===== src/logic/basout_pkg.sv =====
// Shared types and reset values for the bus activity status output block.
// Assumes a single clock domain and a synchronous, active-high reset.
package basout_pkg;

   // ----------------------------------------------------------------
   // Bus ownership states, Gray coded along own -> stall -> released
   // ----------------------------------------------------------------
   typedef enum logic [1:0]
   {
      BASOUT_OWN      = 2'h0,
      BASOUT_STALL    = 2'h1,
      BASOUT_RELEASED = 2'h3
   } basout_bus_e;

   // ----------------------------------------------------------------
   // Values after reset
   // ----------------------------------------------------------------
   localparam basout_bus_e BASOUT_BUS_RST      = BASOUT_RELEASED;
   localparam logic        BASOUT_STATUS_RST   = 1'h1;
   localparam logic        BASOUT_STROBE_RST   = 1'h1;
   localparam logic        BASOUT_OE_N_RST     = 1'h1;
   localparam logic        BASOUT_STOP_RST     = 1'h0;
   localparam logic        BASOUT_PHASE_RST    = 1'h0;
   localparam logic        BASOUT_WSTROBE_RST  = 1'h1;

endpackage


===== src/logic/basout_top.sv =====
// Bus activity status output: shared status pin, write-drive strobe and
// bus direction control for an external bus shared with outside masters.
// Assumes all inputs are synchronous to CLK; the processor phase clock is
// sampled as a level, so outputs lag a phase change by two CLK edges and other inputs by one.
`timescale 1ns/100ps

// Behaviour
// - Status indicator high while processor uses internal buses.
// - Status indicator low while processor uses the external bus.
// - Write-drive strobe low in high phase when processor writes out.
// - Trace bit set: strobe in high phase, indicator in low phase.
// - Trace bit clear: indicator in low phase, one in high phase.
// - Grant low in low phase turns address and write strobe to inputs.
// - Trace bit set keeps the address bus driven while the bus is not released.
module basout_top
   import basout_pkg::*;
(
   input  wire logic CLK,
   input  wire logic SRST,
   input  wire logic PROCESSOR_PHASE_CLOCK,
   input  wire logic CPU_EXT_BUS,
   input  wire logic CPU_EXT_WRITE,
   input  wire logic CPU_WRITE_STROBE_N,
   input  wire logic EMULATION_TRACE_BIT,
   input  wire logic EXTERNAL_BUS_GRANT,
   output logic      BUS_STATUS,
   output logic      WRITE_DRIVE_STROBE_N,
   output logic      WRITE_STROBE_N_OUT,
   output logic      WRITE_STROBE_N_OE_N,
   output logic      ADDR_OE_N,
   output logic      PROCESSOR_STOP
);

   // ----------------------------------------------------------------
   // Phase tracking
   // ----------------------------------------------------------------
   logic phase_high;
   logic phase_fall;

   basout_phase u_phase
   (
      .clk        (CLK),
      .srst       (SRST),
      .phase_in   (PROCESSOR_PHASE_CLOCK),
      .phase_high (phase_high),
      .phase_fall (phase_fall)
   );

   // ----------------------------------------------------------------
   // State
   // ----------------------------------------------------------------
   typedef struct packed
   {
      basout_bus_e bus;
      logic        status;
      logic        strobe_n;
      logic        wstrobe;
      logic        wstrobe_oe_n;
      logic        addr_oe_n;
      logic        stop;
   } basout_state_s;

   basout_state_s st_reg;
   basout_state_s st_next;

   logic owns_bus;
   logic drive_write;

   // ----------------------------------------------------------------
   // Next state
   // ----------------------------------------------------------------
   always_comb
   begin
      st_next     = st_reg;
      owns_bus    = 1'h0;
      drive_write = 1'h0;

      // Bus grant: pins turn to inputs only while grant is low in low phase
      case (st_reg.bus)
         BASOUT_OWN:
         begin
            if (!EXTERNAL_BUS_GRANT && !phase_high)
            begin
               st_next.bus = BASOUT_RELEASED;
            end
            else if (!EXTERNAL_BUS_GRANT)
            begin
               st_next.bus = BASOUT_STALL;
            end
         end
         BASOUT_STALL:
         begin
            // Grant dropped in high phase: stop only, keep direction
            if (EXTERNAL_BUS_GRANT)
            begin
               st_next.bus = BASOUT_OWN;
            end
            else if (!phase_high)
            begin
               st_next.bus = BASOUT_RELEASED;
            end
         end
         BASOUT_RELEASED:
         begin
            if (EXTERNAL_BUS_GRANT)
            begin
               st_next.bus = BASOUT_OWN;
            end
         end
         default:
         begin
            st_next.bus = BASOUT_RELEASED;
         end
      endcase

      owns_bus    = (st_next.bus != BASOUT_RELEASED);
      drive_write = phase_high && CPU_EXT_WRITE && owns_bus;

      // Write-drive strobe, only meaningful in the high phase
      st_next.strobe_n = ~drive_write;

      // Shared status pin multiplexed by phase and trace mode
      if (!phase_high)
      begin
         st_next.status = ~CPU_EXT_BUS;
      end
      else if (EMULATION_TRACE_BIT)
      begin
         st_next.status = ~drive_write;
      end
      else
      begin
         st_next.status = 1'h1;
      end

      // Direction of address bus and write strobe
      if (!owns_bus)
      begin
         st_next.addr_oe_n    = 1'h1;
         st_next.wstrobe_oe_n = 1'h1;
      end
      else
      begin
         // Trace mode keeps addresses visible for an emulator
         st_next.addr_oe_n    =
            ~(EMULATION_TRACE_BIT || CPU_EXT_BUS);
         st_next.wstrobe_oe_n = 1'h0;
      end
      st_next.wstrobe = CPU_WRITE_STROBE_N;

      // Processor halted while grant is low, in either state
      st_next.stop = (st_next.bus != BASOUT_OWN);
   end

   // ----------------------------------------------------------------
   // Registers
   // ----------------------------------------------------------------
   always_ff @(posedge CLK)
   begin
      if (SRST)
      begin
         st_reg.bus          <= BASOUT_BUS_RST;
         st_reg.status       <= BASOUT_STATUS_RST;
         st_reg.strobe_n     <= BASOUT_STROBE_RST;
         st_reg.wstrobe      <= BASOUT_WSTROBE_RST;
         st_reg.wstrobe_oe_n <= BASOUT_OE_N_RST;
         st_reg.addr_oe_n    <= BASOUT_OE_N_RST;
         st_reg.stop         <= BASOUT_STOP_RST;
      end
      else
      begin
         st_reg <= st_next;
      end
   end

   // ----------------------------------------------------------------
   // Outputs, all straight from flip-flops
   // ----------------------------------------------------------------
   assign BUS_STATUS           = st_reg.status;
   assign WRITE_DRIVE_STROBE_N = st_reg.strobe_n;
   assign WRITE_STROBE_N_OUT   = st_reg.wstrobe;
   assign WRITE_STROBE_N_OE_N  = st_reg.wstrobe_oe_n;
   assign ADDR_OE_N            = st_reg.addr_oe_n;
   assign PROCESSOR_STOP       = st_reg.stop;
endmodule


===== src/logic/basout_phase.sv =====
// Processor clock phase tracker: registered phase level and fall pulse.
// Assumes the phase clock is sampled as a synchronous input on clk.
`timescale 1ns/100ps
module basout_phase
   import basout_pkg::*;
(
   input  wire logic clk,
   input  wire logic srst,
   input  wire logic phase_in,
   output logic      phase_high,
   output logic      phase_fall
);

   // ----------------------------------------------------------------
   // State
   // ----------------------------------------------------------------
   typedef struct packed
   {
      logic cur;
      logic prev;
   } basout_phase_s;

   basout_phase_s ph_reg;
   basout_phase_s ph_next;

   always_comb
   begin
      ph_next      = ph_reg;
      ph_next.prev = ph_reg.cur;
      ph_next.cur  = phase_in;
   end

   always_ff @(posedge clk)
   begin
      if (srst)
      begin
         ph_reg.cur  <= BASOUT_PHASE_RST;
         ph_reg.prev <= BASOUT_PHASE_RST;
      end
      else
      begin
         ph_reg <= ph_next;
      end
   end

   assign phase_high = ph_reg.cur;
   // Marks the first sample of the low phase
   assign phase_fall = ph_reg.prev & ~ph_reg.cur;

endmodule


===== config.mk =====
export PLATFORM = sky130hd
export DESIGN_NAME = basout_top
export DESIGN_NICKNAME = d
export VERILOG_FILES = /design/src/logic/basout_pkg.sv /design/src/logic/basout_top.sv /design/src/logic/basout_phase.sv
export SDC_FILE = /design/constraint.sdc
export NUM_CORES = 1
export LEC_CHECK = 0
export ABC_AREA = 0
export BUFFER_PORTS_ARGS = -buffer_cell sky130_fd_sc_hd__buf_2
export CORE_AREA = 2 2 39 41
export CTS_BUF_LIST = sky130_fd_sc_hd__clkbuf_8
export DETAILED_ROUTE_END_ITERATION = 6
export DIE_AREA = 0 0 41 43
export SYNTH_ARGS = -nofsm -noshare
export SYNTH_HDL_FRONTEND = slang
export SYNTH_SLANG_ARGS = --single-unit

===== constraint.sdc =====
create_clock -name CLK -period 1.4 [get_ports CLK]
set_input_delay 0.07 -clock CLK [delete_from_list [all_inputs] [get_ports CLK]]
set_output_delay 0.07 -clock CLK [all_outputs]
set_load 0.02 [all_outputs]

---- After elaboration in Yosys (flattened, before gate mapping) ----
Cells that the tools add are included.
storage, ports and cells
  register bits after elaboration ......... 9
  bits of input ports ..................... 8
  output and inout port bits .............. 6
  logic and storage cells ................. 33
cells by class
  eq/ne operators ......................... 3
  mux-type cells .......................... 9
  bitwise logic cells ..................... 4
  reduce and logical (&&, ||, !) cells .... 9
operators by type and width
  kind                                                             count
  2-bit two-way mux                                                6
  2-bit case mux with 3 select lines                               1
  1-bit NOT                                                        4
  1-bit logical AND                                                3
  2-bit by 1-bit == test with 1-bit output, second input constant  1
  2-bit == test, second input constant                             1
  1-bit zero test                                                  2
  2-bit zero test                                                  1
  1-bit two-way mux                                                2
  2-bit != test, second input constant                             1
  2-bit nonzero test                                               1
  2-bit OR reduction                                               1
  1-bit logical OR                                                 1

---- Depth between registers and ports, before layout ----
  depth in word-level cells ............... 9
  mapped depth ............................ 3
  mapped depth without buffers ............ 3

---- Cells and area by module ----
Synthesis repeated with hierarchy kept, for this count alone.
unflattened totals
  cell total of the unflattened synthesis .. 30
  area, all modules ....................... 340.3 µm²
by module, submodules not included
  module        times used  cells an instance  area each (µm²)  sequential area each (µm²)
  basout_top    1           25                 279.0            160.2
  basout_phase  1           5                  61.3             40.0

---- Least setup slack after synthesis ----
Ideal clock, no wire load.
  path kind ............................... reg2reg
  start point ............................. register st_reg[7] in the netlist's numbering
  end point ............................... register st_reg (netlist bit WRITE_DRIVE_STROBE_N)
  library setup time ...................... 0.124 ns
  arrival ................................. 0.743 ns
  data required time ...................... 1.276 ns
  path slack .............................. 0.533 ns
  stages on the path, launching flop included .. 4
  path buffers ............................ 0
  period minus slack after synthesis ...... 0.867 ns
  cell sequence ........................... dfxtp_1 nand2b_1 o2bb2ai_2 nand3_2
between the ends
  longest elaborated chain between the ends .. 6
  elaborated cells on any way between the ends .. 12
  classes of those cells .................. eq/ne (3); mux (6); bitwise (1); reduce/logical (2)
RTL lines
  element                                 line                                source
  start, declared                         basout_top.sv:63                    basout_state_s st_reg;
  start signal, assigned                  basout_top.sv:172                   st_reg <= st_next;
  2-bit two-way mux (on tied branches)    basout_top.sv:98, basout_top.sv:86
  2-bit two-way mux (on tied branches)    basout_top.sv:94, basout_top.sv:82
  2-bit case mux with 3 select lines (*)  basout_top.sv:79                    case (st_reg.bus)
  2-bit != test (*)                       basout_top.sv:116                   owns_bus = (st_next.bus != BASOUT_RELEASED);
  1-bit logical AND (*)                   basout_top.sv:117                   drive_write = phase_high && CPU_EXT_WRITE && owns_bus;
  1-bit NOT (*)                           basout_top.sv:120                   st_next.strobe_n = ~drive_write;
Mark *: on every way between the ends. The rest lies on a longest branch, timed or not.
A chain may end at the register's enable or synchronous reset.

---- Final worst setup path ----
Ends and elaborated chain as after synthesis.

==> results.txt <==
Outcome: completed
Share of flip-flops with an asynchronous set or reset: 0%
Global Route Usage Sum: 8.27%
Most frequent cell after synthesis: dfxtp_1
Yosys cell types: 13
Crit path time final: 0.921 ns
Avg Synthesized Cell Area: 11.2 sq um
Port Buffers: 13
Sequential cell area: 180 sq um
Peak VDD IR: 451 uV
Multi-input gate area: 104 sq um
Post-DR wirelength/cell: 8.75 microns
Initial Utilization: 21.1%
Least-Margin Pin Slew: 0.270 ns
Router iterations before antenna repair: 2
Synth top area cells: dfxtp_1 (62%), o2bb2ai_2 (5.2%), nand2b_1 (4.3%)
Worst Setup Start Kind: flop
# fillers: 153
Slowest-stage cell, CP: dfxtp_1
GRT overflow: 0
Mapped Cells: 26
DIE WIDTH: 41 microns
Final net count: 52
Vias in the first global route: 202
Max Root-Sink Buffers: 2
Tcrit/Tclk final: 65.8%
WL final: 516 microns
Largest register FFs: 2
CTS tree: built
Vias: 228
Setup CP Type: reg -> reg
Hold WC Path Type: in -> reg
Flop and latch count out of synthesis: 9
Share of cells above drive strength 1: 53.5%
Worst slew margin: 81.9%
Unrepaired setup endpoints after global routing: no
Synth top area share: 61.8%
P per Cell Area: 1500 nW/um^2
Max_cap viols: 0
Area post-placement: 377 sq um
Via density: 3.86
DRC viols: 0
Post-route cell area: 422 sq um
Syn nets: 34
DR iter-0 viols: 2
Max Clock Skew: 0.000965 ns
Total chip power: 631 uW
Post-Place Worst Slack: 0.477 ns
Post-synthesis sequential area ratio: 61.8%
N_diodes: 0
I/O pin cnt: 14
Top Family by Delay on Critical Path: flip-flops
CP endpoint kind: flop
Row count: 14
Initial antenna violation count: 0
Crit path DAT: 1.04 ns
First-pass GRT wire length: 779 microns
Post-synth top area cell: dfxtp_1
DP HPWL: 384 microns
Achievable Freq: 1090 MHz
Area delta synth->final: 44.6%
Die Footprint: 1760 sq um
Yosys warnings: 0
Core Box Area: 1380 sq um
TritonCTS Buffers: 3
Worst Path Buf+Inv: 0
Post-CTS resize count: 0
Post-CTS setup buffers: 0
GPL Wtd Cong: 0.674
Max stage delay on crit path: 0.31 ns
CTS Hold Buffers Added: 0
Total negative slack: 0 ns
Worst skew pair latency: 0.23 ns
Worst-path maximum fanout: 4
CTS clock-pin slew for the worst setup and hold paths: 0.04 ns
Synthesized cell area: 292 sq um
Leakage: 0.184 nW
Top_reg_cell synth: dfxtp_1
Hold WS: 0.0153 ns
Clk sinks: 9
Reg-to-reg slack, setup: 0.48 ns
Final Hold Viols: 0
Post-route ant nets: 0
Slew Viols, Final: 0
Number of setup violations in the final report: 0
Largest net degree at the start of global routing: 7
Die height: 43 microns
Setup WS post-layout: 0.479 ns
Crit-path cells: nand2b_1, o2bb2ai_2, nand3_2
Clk root buf: clkbuf_8
Post-synth EDFFs: 0
H-tree Lvls: 1
CP required: 1.52 ns
-- through the flow --
step / util (%) / std cells
5_1_grt: 30.5 / 59
3_3_place_gp: 27.2 / 55
4_1_cts: 30.5 / 59
6_report: 30.5 / 59
2_1_floorplan: - / 26
3_5_place_dp: 27.2 / 55
-- per-layer routing --
layer,global-route usage (%),part of all wire [%],vias up
li1,-,-,117
met1,6.84,36,98
met2,9.69,48,9
met3,4.71,8.1,4
met4,14.0,8.3,0
met5,0,0,-
-- cell families (layout without fill, tap and decap cells) --
family                 count (synthesis)  count (layout)  synth area share, %
AND/OR/NAND/NOR                       10              10                 21.5
flip-flops                             9               9                 61.8
AO/OA/AOI/OAI                          5               5                 14.2
buffers and inverters                  2              19                 2.58
-- cell usage in the layout (no fill, tap or decap), types with 2 or more instances in the layout --
master and instances:
clkbuf_8 3, dfxtp_1 9, a21oi_1 2, nand2b_1 2
inv_2 2, nand2_1 2, nor2b_1 2, buf_2 13
-- layout make-up --
| cell class | count | area share (%) |
|---|---|---|
| multi-input cells | 15 | 24.6 |
| well taps | 16 | 4.75 |
| repair buffers | 13 | 15.4 |
| clock buffers | 3 | 9.79 |
| clock inverters | 1 | 0.890 |
| flip-flops and latches | 9 | 42.7 |
| inverters | 2 | 1.78 |
-- power by group --
| part | internal, mW | total (mW) | leakage (nW) | switching, mW |
|---|---|---|---|---|
| combinational | 0.0255 | 0.0585 | 0.0826 | 0.0331 |
| sequential | 0.272 | 0.277 | 0.0748 | 0.00515 |
| clock | 0.191 | 0.295 | 0.0269 | 0.104 |
-- path summary, 6_finish.rpt --
kind,cells after the start,to,from
min,2,WRITE_STROBE_N_OUT,CPU_WRITE_STROBE_N
max,3,WRITE_DRIVE_STROBE_N,st_reg[7]
min reg2reg,1,WRITE_DRIVE_STROBE_N,u_phase.phase_high
max reg2reg,3,WRITE_DRIVE_STROBE_N,st_reg[7]
(Power assumes the default switching activity.)
